$ cat config.mk
export PLATFORM = sky130hd
export DESIGN_NAME = card_io_timeout_counters
export DESIGN_NICKNAME = d
export VERILOG_FILES = /design/src/hdl/tmo_pkg.sv /design/src/hdl/tmo_down_counter.sv /design/src/hdl/tmo_ahb_slave.sv /design/src/hdl/card_io_timeout_counters.sv
export SDC_FILE = /design/constraint.sdc
export NUM_CORES = 1
export LEC_CHECK = 0
export ABC_AREA = 1
export BUFFER_PORTS_ARGS = -buffer_cell sky130_fd_sc_hd__buf_2
export CAP_MARGIN = 10
export CELL_PAD_IN_SITES_DETAIL_PLACEMENT = 1
export CELL_PAD_IN_SITES_GLOBAL_PLACEMENT = 2
export CORE_ASPECT_RATIO = 0.9
export CORE_MARGIN = 10
export CORE_UTILIZATION = 35
export DETAILED_ROUTE_END_ITERATION = 10
export PLACE_DENSITY_LB_ADDON = 0.1
export SLEW_MARGIN = 0
export SYNTH_ARGS = -nofsm -noshare
export SYNTH_HDL_FRONTEND = slang
export SYNTH_SLANG_ARGS = --single-unit
export TNS_END_PERCENT = 100
$ cat constraint.sdc
create_clock -name hclk -period 5.5 [get_ports hclk]
set_clock_uncertainty 0.1 [all_clocks]
set_input_delay 0.55 -clock hclk [delete_from_list [all_inputs] [get_ports hclk]]
set_output_delay 0.55 -clock hclk [all_outputs]
set_load 0.02 [all_outputs]
$ cat src/hdl/tmo_pkg.sv
// Summary of operation
// - Code 75: counter 1 auto-reloads from low reload on first start bit.
// - Code 75: 16-bit counter loads high and mid, restarts each start bit.
// - Reload writes during a count only apply at the next load or counter 1 auto-reload.
// - Writing 00h to the configuration register stops every counter.
// - Code 7C: 24-bit chain loads all reloads, restarts each start bit.
// - Code 85 acts as 05; all counters halt after 12th ETU.
// - Code E5 acts as 65; counter 1 halts after 12th ETU.
// - Code F1 acts as 71; 16-bit counter halts after 12th ETU.
// - Code F5 acts as 75; both counters halt after 12th ETU.
// - Code 05 halts counters 2 and 3, counter 1 keeps running.
// - Code 65 starts 16-bit counter at once; expiry sets counter 3 flag.
// - Code 71 halts counter 1; 16-bit counter retriggers on start bits.
`default_nettype none
package tmo_pkg;
  // Register byte offsets
  localparam logic [7:0] CFG_OFF      = 8'h00;
  localparam logic [7:0] RLD_LOW_OFF  = 8'h04;
  localparam logic [7:0] RLD_MID_OFF  = 8'h08;
  localparam logic [7:0] RLD_HIGH_OFF = 8'h0C;
  localparam logic [7:0] STATUS_OFF   = 8'h10;
  localparam logic [7:0] COUNT_OFF    = 8'h14;
  // Reset values
  localparam logic [7:0] CFG_RST = 8'h00;
  localparam logic [7:0] RLD_RST = 8'h00;
  // Status bit positions
  localparam int ST_C1_EXP  = 0;
  localparam int ST_C3_EXP  = 1;
  localparam int ST_C1_RUN  = 2;
  localparam int ST_BIG_RUN = 3;
  // Configuration codes
  localparam logic [7:0] CODE_STOP    = 8'h00;
  localparam logic [7:0] CODE_C1_ONLY = 8'h05;
  localparam logic [7:0] CODE_16_NOW  = 8'h61;
  localparam logic [7:0] CODE_BOTH_NOW = 8'h65;
  localparam logic [7:0] CODE_24_NOW  = 8'h68;
  localparam logic [7:0] CODE_16_SB   = 8'h71;
  localparam logic [7:0] CODE_BOTH_SB = 8'h75;
  localparam logic [7:0] CODE_24_SB   = 8'h7C;
  localparam logic [7:0] CODE_C1_G12  = 8'h85;
  localparam logic [7:0] CODE_NOW_G12 = 8'hE5;
  localparam logic [7:0] CODE_16_G12  = 8'hF1;
  localparam logic [7:0] CODE_SB_G12  = 8'hF5;
  // Elementary time units before the guard halt
  localparam logic [3:0] GUARD_ETUS = 4'hC;
  localparam logic [3:0] GUARD_ONE  = 4'h1;
  typedef enum logic [1:0] {
    C1_HALT = 2'b00, C1_KEEP = 2'b01, C1_ON_SB = 2'b10
  } c1_mode_t;
  typedef enum logic [1:0] {
    BIG_HALT = 2'b00, BIG_NOW = 2'b01, BIG_ON_SB = 2'b10
  } big_mode_t;
  typedef enum logic [1:0] {
    G_IDLE = 2'b00, G_ARMED = 2'b01, G_COUNT = 2'b10, G_DONE = 2'b11
  } guard_state_t;
  typedef struct packed {
    c1_mode_t  c1;
    big_mode_t big;
    logic      wide;
    logic      g_c1;
    logic      g_big;
    logic      g_rx;
  } mode_t;
endpackage
`default_nettype wire

$ cat src/hdl/tmo_down_counter.sv
`default_nettype none
module tmo_down_counter #(
  parameter int W = 8
) (
  input  wire logic         hclk,        // Clock
  input  wire logic         hresetn,     // Async reset, low
  input  wire logic         halt,        // Stop counting
  input  wire logic         load,        // Start from load_val
  input  wire logic [W-1:0] load_val,    // Reload value
  input  wire logic         tick,        // One ETU elapsed
  input  wire logic         auto_reload, // Restart on expiry
  output logic              running,     // Counting
  output logic [W-1:0]      count,       // Current count
  output logic              expire       // Terminal count pulse
);
  localparam logic [W-1:0] ONE  = W'(1);
  localparam logic [W-1:0] ZERO = W'(0);
  logic last;

  assign last = running && tick && (count == ONE);

  // Count and run state; halt beats load beats stepping
  always_ff @(posedge hclk or negedge hresetn) begin
    if (!hresetn) begin
      count   <= ZERO;
      running <= 1'b0;
      expire  <= 1'b0;
    end else begin
      expire <= !halt && !load && last;
      if (halt) begin
        running <= 1'b0;
      end else if (load) begin
        count   <= load_val;
        running <= (load_val != ZERO); // All-zero reload never runs
      end else if (last) begin
        count   <= auto_reload ? load_val : ZERO;
        running <= auto_reload && (load_val != ZERO);
      end else if (running && tick) begin
        count <= count - ONE;
      end
    end
  end
endmodule
`default_nettype wire

$ cat src/hdl/tmo_ahb_slave.sv
`default_nettype none
module tmo_ahb_slave (
  input  wire logic        hclk,      // Clock
  input  wire logic        hresetn,   // Async reset, low
  input  wire logic        hsel,      // Slave select
  input  wire logic [31:0] haddr,     // Address
  input  wire logic [1:0]  htrans,    // Transfer type
  input  wire logic        hwrite,    // Write
  input  wire logic [2:0]  hsize,     // Size, words only
  input  wire logic [31:0] hwdata,    // Write data
  input  wire logic        hready,    // Bus ready
  output logic             hreadyout, // Slave ready
  output logic             hresp,     // Always OKAY
  output logic [31:0]      hrdata,    // Read data
  output logic             wr_en,     // Write strobe
  output logic [7:0]       wr_addr,   // Write offset
  output logic [31:0]      wr_data,   // Write data
  output logic [7:0]       rd_addr,   // Read offset
  input  wire logic [31:0] rd_data    // Read value
);
  logic       take;
  logic       dph_wr_ff;
  logic       dph_rd_ff;
  logic [7:0] addr_ff;

  assign take = hsel && htrans[1] && hready;

  // Address phase capture; reads hold one wait state
  always_ff @(posedge hclk or negedge hresetn) begin
    if (!hresetn) begin
      dph_wr_ff <= 1'b0;
      dph_rd_ff <= 1'b0;
      addr_ff   <= 8'h00;
    end else begin
      dph_wr_ff <= take && hwrite;
      dph_rd_ff <= take && !hwrite;
      if (take) begin
        addr_ff <= haddr[7:0];
      end
    end
  end

  // Read data sampled in the wait state, after any earlier write landed
  always_ff @(posedge hclk or negedge hresetn) begin
    if (!hresetn) begin
      hrdata <= 32'h0000_0000;
    end else if (dph_rd_ff) begin
      hrdata <= rd_data;
    end
  end

  assign hreadyout = !dph_rd_ff;
  assign hresp     = 1'b0;
  assign wr_en     = dph_wr_ff;
  assign wr_addr   = addr_ff;
  assign wr_data   = hwdata;
  assign rd_addr   = addr_ff;
endmodule
`default_nettype wire

$ cat src/hdl/card_io_timeout_counters.sv
`default_nettype none
module card_io_timeout_counters
  import tmo_pkg::*;
(
  input  wire logic        hclk,          // Clock, 20 MHz
  input  wire logic        hresetn,       // Async reset, low
  input  wire logic        hsel,          // AHB select
  input  wire logic [31:0] haddr,         // AHB address
  input  wire logic [1:0]  htrans,        // AHB transfer type
  input  wire logic        hwrite,        // AHB write
  input  wire logic [2:0]  hsize,         // AHB size
  input  wire logic [31:0] hwdata,        // AHB write data
  input  wire logic        hready,        // AHB ready in
  output logic             hreadyout,     // AHB ready out
  output logic             hresp,         // AHB response
  output logic [31:0]      hrdata,        // AHB read data
  input  wire logic        etu_tick,      // One pulse per ETU
  input  wire logic        start_bit,     // Start bit seen on I/O
  input  wire logic        start_bit_rx,  // That start bit is reception
  output logic             timeout_irq,   // Expiry interrupt, level
  output logic             counter1_expired_flag, // Counter 1 expired
  output logic             counter3_expired_flag  // Counter 3 expired
);
  logic         wr_en;
  logic [7:0]   wr_addr;
  logic [31:0]  wr_data;
  logic [7:0]   rd_addr;
  logic [31:0]  rd_data;
  logic [7:0]   timeout_config_ff;
  logic [7:0]   timeout_reload_low_ff;
  logic [7:0]   timeout_reload_mid_ff;
  logic [7:0]   timeout_reload_high_ff;
  logic         cfg_wr;
  logic         st_wr;
  mode_t        new_m;
  mode_t        cur_m;
  logic         c1_armed_ff;
  logic         c1_load;
  logic         c1_halt;
  logic         c1_running;
  logic [7:0]   c1_count;
  logic         c1_expire;
  logic         big_load;
  logic         big_halt;
  logic         big_wide;
  logic [23:0]  big_load_val;
  logic         big_running;
  logic [23:0]  big_count;
  logic         big_expire;
  guard_state_t guard_ff;
  guard_state_t nxt_guard;
  logic [3:0]   guard_cnt_ff;
  logic         guard_fire;
  logic         guard_sb;

  // Mode table for every configuration code
  function automatic mode_t decode_cfg(input logic [7:0] code);
    mode_t m;
    m = '{c1: C1_HALT, big: BIG_HALT, wide: 1'b0,
          g_c1: 1'b0, g_big: 1'b0, g_rx: 1'b0};
    unique case (code)
      CODE_C1_ONLY: m.c1 = C1_KEEP;
      CODE_16_NOW: m.big = BIG_NOW;
      CODE_BOTH_NOW: begin
        m.c1  = C1_ON_SB;
        m.big = BIG_NOW;
      end
      CODE_24_NOW: begin
        m.big  = BIG_NOW;
        m.wide = 1'b1;
      end
      CODE_16_SB: m.big = BIG_ON_SB;
      CODE_BOTH_SB: begin
        m.c1  = C1_ON_SB;
        m.big = BIG_ON_SB;
      end
      CODE_24_SB: begin
        m.big  = BIG_ON_SB;
        m.wide = 1'b1;
      end
      CODE_C1_G12: begin
        m.c1    = C1_KEEP;
        m.g_c1  = 1'b1;
        m.g_big = 1'b1;
        m.g_rx  = 1'b1;
      end
      CODE_NOW_G12: begin
        m.c1   = C1_ON_SB;
        m.big  = BIG_NOW;
        m.g_c1 = 1'b1;
      end
      CODE_16_G12: begin
        m.big   = BIG_ON_SB;
        m.g_big = 1'b1;
      end
      CODE_SB_G12: begin
        m.c1    = C1_ON_SB;
        m.big   = BIG_ON_SB;
        m.g_c1  = 1'b1;
        m.g_big = 1'b1;
      end
      default: m.c1 = C1_HALT; // Undefined codes stop all
    endcase
    return m;
  endfunction

  tmo_ahb_slave u_bus (
    .hclk      (hclk),
    .hresetn   (hresetn),
    .hsel      (hsel),
    .haddr     (haddr),
    .htrans    (htrans),
    .hwrite    (hwrite),
    .hsize     (hsize),
    .hwdata    (hwdata),
    .hready    (hready),
    .hreadyout (hreadyout),
    .hresp     (hresp),
    .hrdata    (hrdata),
    .wr_en     (wr_en),
    .wr_addr   (wr_addr),
    .wr_data   (wr_data),
    .rd_addr   (rd_addr),
    .rd_data   (rd_data)
  );

  // Write decode and mode views
  assign cfg_wr = wr_en && (wr_addr == CFG_OFF);
  assign st_wr  = wr_en && (wr_addr == STATUS_OFF);
  assign new_m  = decode_cfg(wr_data[7:0]);
  assign cur_m  = decode_cfg(timeout_config_ff);

  // Configuration and reload registers
  always_ff @(posedge hclk or negedge hresetn) begin
    if (!hresetn) begin
      timeout_config_ff      <= CFG_RST;
      timeout_reload_low_ff  <= RLD_RST;
      timeout_reload_mid_ff  <= RLD_RST;
      timeout_reload_high_ff <= RLD_RST;
    end else if (wr_en) begin
      unique case (wr_addr)
        CFG_OFF:      timeout_config_ff      <= wr_data[7:0];
        RLD_LOW_OFF:  timeout_reload_low_ff  <= wr_data[7:0];
        RLD_MID_OFF:  timeout_reload_mid_ff  <= wr_data[7:0];
        RLD_HIGH_OFF: timeout_reload_high_ff <= wr_data[7:0];
        default: ;
      endcase
    end
  end

  // Counter 1 waits for the first start bit after its mode is written
  always_ff @(posedge hclk or negedge hresetn) begin
    if (!hresetn) begin
      c1_armed_ff <= 1'b0;
    end else if (cfg_wr) begin
      if (new_m.c1 == C1_ON_SB) begin
        c1_armed_ff <= 1'b1;
      end else if (new_m.c1 == C1_HALT) begin
        c1_armed_ff <= 1'b0;
      end
    end else if (start_bit) begin
      c1_armed_ff <= 1'b0;
    end
  end

  assign c1_load = c1_armed_ff && start_bit && !cfg_wr;
  assign c1_halt = (cfg_wr && new_m.c1 == C1_HALT)
                 || (guard_fire && cur_m.g_c1);

  // reload read live on each restart
  tmo_down_counter #(.W(8)) u_c1 (
    .hclk        (hclk),
    .hresetn     (hresetn),
    .halt        (c1_halt),
    .load        (c1_load),
    .load_val    (timeout_reload_low_ff),
    .tick        (etu_tick),
    .auto_reload (1'b1),
    .running     (c1_running),
    .count       (c1_count),
    .expire      (c1_expire)
  );

  // 16 or 24 bit load, retriggered by each start bit in start-bit modes until the guard fires
  assign big_wide = cfg_wr ? new_m.wide : cur_m.wide;
  assign big_load_val = big_wide
    ? {timeout_reload_high_ff, timeout_reload_mid_ff, timeout_reload_low_ff}
    : {8'h00, timeout_reload_high_ff, timeout_reload_mid_ff};
  assign big_load = (cfg_wr && new_m.big == BIG_NOW)
    || (!cfg_wr && start_bit && cur_m.big == BIG_ON_SB
        && !(cur_m.g_big && guard_ff == G_DONE));
  // codes without the big counter halt it
  assign big_halt = (cfg_wr && new_m.big == BIG_HALT)
                  || (guard_fire && cur_m.g_big);

  // running count kept, reloads used at next load only
  tmo_down_counter #(.W(24)) u_big (
    .hclk        (hclk),
    .hresetn     (hresetn),
    .halt        (big_halt),
    .load        (big_load),
    .load_val    (big_load_val),
    .tick        (etu_tick),
    .auto_reload (1'b0),
    .running     (big_running),
    .count       (big_count),
    .expire      (big_expire)
  );

  // guard qualifying start bit, reception only for 85h
  assign guard_sb = start_bit && (!cur_m.g_rx || start_bit_rx);
  assign guard_fire = (guard_ff == G_COUNT) && etu_tick && !cfg_wr
                    && (guard_cnt_ff == GUARD_ONE);

  // Guard sequencing
  always_comb begin
    nxt_guard = guard_ff;
    unique case (guard_ff)
      G_IDLE:  nxt_guard = G_IDLE;
      G_ARMED: if (guard_sb) begin
        nxt_guard = G_COUNT;
      end
      G_COUNT: if (guard_fire) begin
        nxt_guard = G_DONE;
      end
      G_DONE:  nxt_guard = G_DONE;
    endcase
    if (cfg_wr) begin
      nxt_guard = (new_m.g_c1 || new_m.g_big) ? G_ARMED : G_IDLE;
    end
  end

  always_ff @(posedge hclk or negedge hresetn) begin
    if (!hresetn) begin
      guard_ff     <= G_IDLE;
      guard_cnt_ff <= GUARD_ETUS;
    end else begin
      guard_ff <= nxt_guard;
      if (guard_ff == G_ARMED) begin
        guard_cnt_ff <= GUARD_ETUS;
      end else if (guard_ff == G_COUNT && etu_tick) begin
        guard_cnt_ff <= guard_cnt_ff - GUARD_ONE;
      end
    end
  end

  // Sticky expiry flags, write one to clear, set wins
  always_ff @(posedge hclk or negedge hresetn) begin
    if (!hresetn) begin
      counter1_expired_flag <= 1'b0;
      counter3_expired_flag <= 1'b0;
    end else begin
      counter1_expired_flag <= c1_expire || (counter1_expired_flag
        && !(st_wr && wr_data[ST_C1_EXP]));
      counter3_expired_flag <= big_expire || (counter3_expired_flag
        && !(st_wr && wr_data[ST_C3_EXP]));
    end
  end

  assign timeout_irq = counter1_expired_flag || counter3_expired_flag;

  // Read mux, unmapped offsets read zero
  always_comb begin
    rd_data = 32'h0000_0000;
    unique case (rd_addr)
      CFG_OFF:      rd_data[7:0]  = timeout_config_ff;
      RLD_LOW_OFF:  rd_data[7:0]  = timeout_reload_low_ff;
      RLD_MID_OFF:  rd_data[7:0]  = timeout_reload_mid_ff;
      RLD_HIGH_OFF: rd_data[7:0]  = timeout_reload_high_ff;
      STATUS_OFF: begin
        rd_data[ST_C1_EXP]  = counter1_expired_flag;
        rd_data[ST_C3_EXP]  = counter3_expired_flag;
        rd_data[ST_C1_RUN]  = c1_running;
        rd_data[ST_BIG_RUN] = big_running;
      end
      COUNT_OFF:    rd_data[23:0] = big_count;
      default: ;
    endcase
  end
endmodule
`default_nettype wire

==> out/metrics.yaml, run 1 <==
initialDrtViolationCount: 374
synth-seq-cells: 111
multi_input_area_mm2: 0.003197
port_buffers: 52
ys.flop_type: "dfrtp_1"
ff2ff_setup_slack_ns: 2.18
wl_per_cell_um: 19.65
grt_usage: 0.1893
cts_setup_buffers: 0
p_sw_w: 0.0009081
drtPass1Iterations: 4
drcViolationCount: 0
final_nets: 994
yosysUniqueCellTypes: 46
intPower_w: 0.001562
cts.clk_slew.worst_paths_ns: 0.08
synth_top_area_cell: "dfrtp_1"
relSlewSlack: 0.3007
regArea_mm2: 0.002780
synthArstFlopShare: 1.000
synth_compound_area_frac: 0.1616
fillerInstances: 2344
cts_tree: "yes"
clkSinkCount: 111
num_io_pins: 114
final_util: 0.3950
pre_cts_ws_ns: 1.924
vias_per_cell: 5.297
regToRegStartpoint: "u_bus.rd_addr[1]$_DFFE_PN0P_"
synth_common_cells: "nand2_1 (237), dfrtp_1 (109), nor2_1 (101)"
yosys.area_share.simple: 0.2783
routed_wl_um: 22790
p_sw_frac: 0.3676
top_layer_used: "met4"
synthMuxAreaShare: 0.01035
wl_met3_um: 960
fin_area_mm2: 0.007248
ys_warn_count: 0
ir_drop_mv: 0.1565
arrival_ns: 3.50
worstSetupStartpointType: "flip-flop"
num_antenna_cells: 0
finalSetupViolCount: 0
m1WireLength_um: 11630
cap_violations: 0
syn-cell-area_mm2: 0.006529
cts_resized: 0
critPathKind: "flip-flop to flip-flop"
yosysMostFrequentCell: "nand2_1"
core_area_mm2: 0.01835
numCtsBuffers: 9
grt_max_degree: 61
first_global_vias: 6357
synth_edf_count: 0
dieHeight_um: 149.6
power_w: 0.002471
grt_pass1_wl_um: 36450
fmax_ghz: 0.3016
finalHoldViolations: 0
rr_worst_depth: 10
num_rows: 47
wl_met2_um: 9983
ant_nets: 0
die_area_mm2: 0.02452
power_density_mw_per_mm2: 340.9
cp_max_fo: 40
layout-drive-gt1-share: 0.1235
netlist_instances: 869
vias: 6145
crit_path_start: "u_bus.rd_addr[1]$_DFFE_PN0P_"
start_util: 0.3558
avgSynthCellArea_um2: 7.513
grt_remaining_overflow: 0
antenna_found_initial: 0
p_leak_nw: 3.579
yosys-top-cells-area: "dfrtp_1 (42%), nand2_1 (14%), nor2_1 (5.8%)"
h-tree-depth: 3
seqPwrFrac: 0.430
fin_crit_ns: 3.315
worstSetupEndpoint: "u_big.count[1]$_DFFE_PN0P_"
setup_slack_ns: 2.185
synthAdderAreaFrac: 0.01150
finalCritPeriodShare: 0.6028
r2r-end: "u_big.count[1]$_DFFE_PN0P_"
holdBufCountCts: 0
worst-endpoint-required_ns: 5.68
syn2layout_area_growth_pct: 11.02
outcome: "finished, final reports clean"
p_comb_frac: 0.275
dieWidth_um: 164.0
tightest_slew_ns: 1.042
clock_latency_ns: 0.36
rsz0062_at_grt: "no"
gp_congestion: 0.8497
synth_top_family_by_area: "simple AND/OR/NAND/NOR gates"
netlist.area_leader.share: 0.4178
synth_xor_area_frac: 0.02281
place_area_mm2: 0.006929
root_buffer: "clkbuf_16"
end_kind: "flip-flop"
pwr-share-clk: 0.295
finalSetupTns_ns: 0
clock_path_buffers: 2
hpwlAfterDp_um: 17320
slew_viol_final: 0
ys_seq_area_frac: 0.4258
hp-class: "input pin to asynchronous set/reset pin"
-- worst max-delay path, cell delays in order, from the launching register on --
cell,delay [ns]
dfrtp_1,0.41
nor2_4,0.17
nand2_2,0.12
nor3_4,0.60
nand2_1,0.15
nand2_2,0.09
buf_4,0.34
o21ai_4,0.20
inv_2,0.67
nand3_1,0.23
o21ai_2,0.12
-- cell type report --
type	instances	area share
clock buffer	9	0.03107
clock inverter	6	0.01295
inverter	92	0.04764
multi-input combinational	640	0.4411
sequential	111	0.3836
tap	245	0.04229
timing repair buffer	57	0.04143
-- layer usage --
metal  track usage  up-vias
li1              -     2920
met1        0.2766     3089
met2        0.2894      120
met3       0.02994       16
met4       0.03571        0
met5             0        -
-- flip-flops by register name (all words and copies together) (netlist names) --
| name | flops |
|---|---|
| u_c1.count | 8 |
| u_c1.running | 1 |
| u_big.expire | 1 |
| c1_armed_ff | 1 |
| u_bus.rd_addr | 8 |
| timeout_reload_high_ff | 8 |
| u_big.count | 24 |
| u_bus.dph_rd_ff | 1 |
| counter1_expired_flag | 1 |
| timeout_reload_mid_ff | 8 |
| timeout_config_ff | 8 |
| guard_cnt_ff | 4 |
| u_bus.hrdata | 24 |
| u_bus.wr_en | 1 |
| counter3_expired_flag | 1 |
| u_big.running | 1 |
| timeout_reload_low_ff | 8 |
| guard_ff | 2 |
| u_c1.expire | 1 |
-- through the flow --
step,hold WS [ns],instances
global route,0.2525,1160
floorplan,0.1544,877
detailed placement,0.3676,1145
finish,0.1988,1160
CTS,0.2204,1160
global placement,0.3539,1145
-- kinds of logic after synthesis --
group / Yosys count
AO/OA/AOI/OAI: 171
XOR/XNOR: 17
adder cells (fa/ha/maj): 6
buffers and inverters: 126
flip-flops: 111
multiplexers: 6
other: 1
AND/OR/NAND/NOR: 431
-- power by group through the flow --
| stage | sequential [W] | clock, W | combinational, W |
|---|---|---|---|
| after global routing | 0.00108 | 0.000772 | 0.000775 |
| after floorplan | 0.00106 | 0 | 0.000460 |
| final | 0.00106 | 0.000728 | 0.000679 |
| after global placement | 0.00107 | 0 | 0.000657 |
| after CTS | 0.00106 | 0.000747 | 0.000685 |
| after detailed placement | 0.00108 | 0 | 0.000680 |
-- worst min-delay path by stage --
stage / startpoint / end / slack, ns / depth (start not counted)
after detailed placement: u_bus.hrdata[22]$_DFFE_PN0P_ / u_bus.hrdata[22]$_DFFE_PN0P_ / 0.37 / 2
after CTS: hresetn / guard_cnt_ff[1]$_DFFE_PN0P_ / 0.22 / 1
after global placement: u_big.expire$_DFF_PN0_ / counter3_expired_flag$_DFF_PN0_ / 0.35 / 1
final: hresetn / guard_ff[1]$_DFFE_PN0P_ / 0.20 / 1
after global routing: hresetn / guard_cnt_ff[1]$_DFFE_PN0P_ / 0.25 / 1
after floorplan: hresetn / c1_armed_ff$_DFFE_PN0P_ / 0.15 / 0
-- layout by cell type, fill, tap and decap left out, types with 4 or more instances in the layout --
master and count:
a31oi_1 8, conb_1 9, a211oi_1 4, inv_1 87, o21ai_0 74, a221oi_1 4
o21ai_2 17, nor2_1 101, o21ai_1 6, nand4_1 11, buf_2 51, nor3_1 8
nand3_1 52, o22ai_1 7, mux2_2 6, nor4_1 4, nand2_1 237, nand3b_1 6
a21oi_1 22, clkbuf_16 9, xor2_1 16, dfrtp_1 109, ha_1 6, o31ai_1 18
buf_4 6
No activity file was read; power rests on OpenSTA's default activity.
==> inputs of run 2 (changes only) <==
CORE_UTILIZATION = 32   (was 35)
clock period = 3.4 ns   (was 5.5 ns; I/O delays follow)
==> run 2 against run 1 <==
  * Final cell count up 2.0%
  * Total power up 57%
  * Highest routed layer unchanged
  * Non-clock buffer count up 13
  * Flip-flop and latch count unchanged
  * Combinational power up 65%
==> out/metrics.yaml, run 2 (synthesized netlist as in run 1, its figures left out) <==
outcome: "finished, final reports clean"
arrival_ns: 2.87  # -0.63 ns
power_density_mw_per_mm2: 528.6  # +55%
regArea_mm2: 0.002780  # unchanged
fillerInstances: 2497  # +6.5%
cts_tree: "yes"
vias: 6047  # -1.6%
initialDrtViolationCount: 413  # +10%
path_buf_inv: 2  # unchanged
path_cells: "nor2_1 > nand2_2 > nor3_4 > buf_4 > nand2_4 > nand2_4 > nand2_1 > nand2_1 > nand3_1 > nor2_1 > nand3_1 > nand2_1 > inv_1"
grt_usage: 0.1730  # -0.01623
final_util: 0.3665  # -0.02851
final_cell_mix: "nand2_1 (237), dfrtp_1 (109), nor2_1 (101)"
core_area_mm2: 0.02005  # +9.3%
syn2layout_area_growth_pct: 12.55
fin_area_mm2: 0.007348  # +1.4%
power_w: 0.003884  # +57%
crit_path_max_incr_delay_ns: 0.43  # -0.24 ns
grt_pass1_wl_um: 35790  # -1.8%
dieHeight_um: 155.5  # +4.0%
ff2ff_setup_slack_ns: 0.69  # -1.50 ns
clkSinkCount: 111  # unchanged
routed_wl_um: 22550  # -1.0%
finalCritPeriodShare: 0.7981  # +0.1953
multi_input_area_mm2: 0.003197  # unchanged
antenna_found_initial: 0  # unchanged
critPathTopFamily: "simple AND/OR/NAND/NOR gates"
drcViolationCount: 0  # unchanged
place_area_mm2: 0.007049  # +1.7%
gp_congestion: 0.8493  # about the same
ant_nets: 0  # unchanged
tightest_slew_ns: 0.6630  # -0.3790 ns
layout-drive-gt1-share: 0.1347  # +0.01120
cts_resized: 0  # unchanged
drtPass1Iterations: 5  # +1
slew_viol_final: 0  # unchanged
num_antenna_cells: 0  # unchanged
clock_path_buffers: 2  # unchanged
final_cells: 1183  # +2.0%
relSlewSlack: 0.5564  # +0.2557
cts.clk_slew.worst_paths_ns: 0.08  # about the same
num_io_pins: 114  # unchanged
final_nets: 1007  # +1.3%
start_util: 0.3257  # -0.03018
dp.cells: 1166  # +1.8%
grt_max_degree: 103  # +69%
fin_crit_ns: 2.713  # -0.6020 ns
slowest_stage: "dfrtp_1"
clock_latency_ns: 0.36  # about the same
mostFrequentLayoutCell: "nand2_1"
cap_violations: 0  # unchanged
end_kind: "flip-flop"
hpwlAfterDp_um: 17540  # +1.3%
rsz0062_at_grt: "no"
cts_setup_buffers: 0  # unchanged
finalHoldViolations: 0  # unchanged
first_global_vias: 6383  # +0.41%
critPathKind: "flip-flop to flip-flop"
cp_max_fo: 27  # -33%
die_area_mm2: 0.02652  # +8.2%
p_leak_nw: 3.648  # +1.9%
finalSetupViolCount: 0  # unchanged
worst-endpoint-required_ns: 3.56  # -2.12 ns
worstSetupStartpointType: "flip-flop"
numCtsBuffers: 9  # unchanged
port_buffers: 52  # unchanged
hp-class: "input pin to flip-flop"
grt_remaining_overflow: 0  # unchanged
root_buffer: "clkbuf_16"
vias_per_cell: 5.112  # -3.5%
fmax_ghz: 0.3685  # +22%
wl_per_cell_um: 19.07  # -3.0%
num_rows: 49  # +4.3%
ir_drop_mv: 0.2509  # +60%
h-tree-depth: 3  # unchanged
crit_top_cell: "nand2_1"
biggestRegsByFlops: "u_big.count: 24 flops, u_bus.hrdata: 24 flops"
finalSetupTns_ns: 0  # unchanged
dieWidth_um: 170.6  # +4.0%
run 2: final cells by class:
cell class / count / area share
Sequential cell: 111 / 0.3783
Clock inverter: 5 / 0.005789
Timing Repair Buffer: 70 / 0.05789
Inverter: 92 / 0.04699
Clock buffer: 10 / 0.03252
Multi-Input combinational cell: 640 / 0.4350
Tap cell: 255 / 0.04342
run 2: worst paths after layout:
kind,startpoint,end,cells after the start
min in group asynchronous,hresetn,guard_cnt_ff[1]$_DFFE_PN0P_,2
worst max register to register,u_bus.rd_addr[3]$_DFFE_PN0P_,u_big.running$_DFFE_PN0P_,13
worst min-delay path,hwrite,u_bus.dph_rd_ff$_DFF_PN0_,2
max in group asynchronous,hresetn,u_bus.rd_addr[5]$_DFFE_PN0P_,3
worst min register to register,u_big.expire$_DFF_PN0_,counter3_expired_flag$_DFF_PN0_,1
worst max-delay path,u_bus.rd_addr[3]$_DFFE_PN0P_,u_big.running$_DFFE_PN0P_,13
run 2: per-stage QoR:
step                hold WS (ns)  setup WS (ns)
global route             0.02737         0.4542
global placement         0.08270         0.7674
CTS                      0.01396         0.7013
detailed placement       0.08466         0.7017
finish                   0.02745         0.6865
floorplan               -0.05559          1.394
run 2: worst reg2reg max path, stage by stage, from the launching register on:
cell and delay (ns):
dfrtp_1 0.43, nor2_1 0.14, nand2_2 0.12, nor3_4 0.33
buf_4 0.25, nand2_4 0.15, nand2_4 0.28, nand2_1 0.09
nand2_1 0.12, nand3_1 0.09, nor2_1 0.25, nand3_1 0.15
nand2_1 0.08, inv_1 0.04
run 2: repair_timing:
action / 4_1_cts / 5_1_grt
endpoints found under the setup margin: 0 / 0
hold buffers: 1 / 0
hold endpoints to repair: 9 / 0
run 2: metal layers:
| layer | global-route usage | up-vias | share of wire |
|---|---|---|---|
| met5 | 0 | - | 0 |
| met4 | 0.03881 | 0 | 0.012 |
| met3 | 0.05211 | 17 | 0.067 |
| met2 | 0.2614 | 134 | 0.44 |
| met1 | 0.2375 | 2950 | 0.48 |
| li1 | - | 2946 | - |
run 2: where the power goes:
part           switching (W)  internal, W  leakage (nW)
registers           0.000185      0.00153          1.28
logic               0.000751     0.000369          2.23
clock network       0.000528     0.000524         0.141
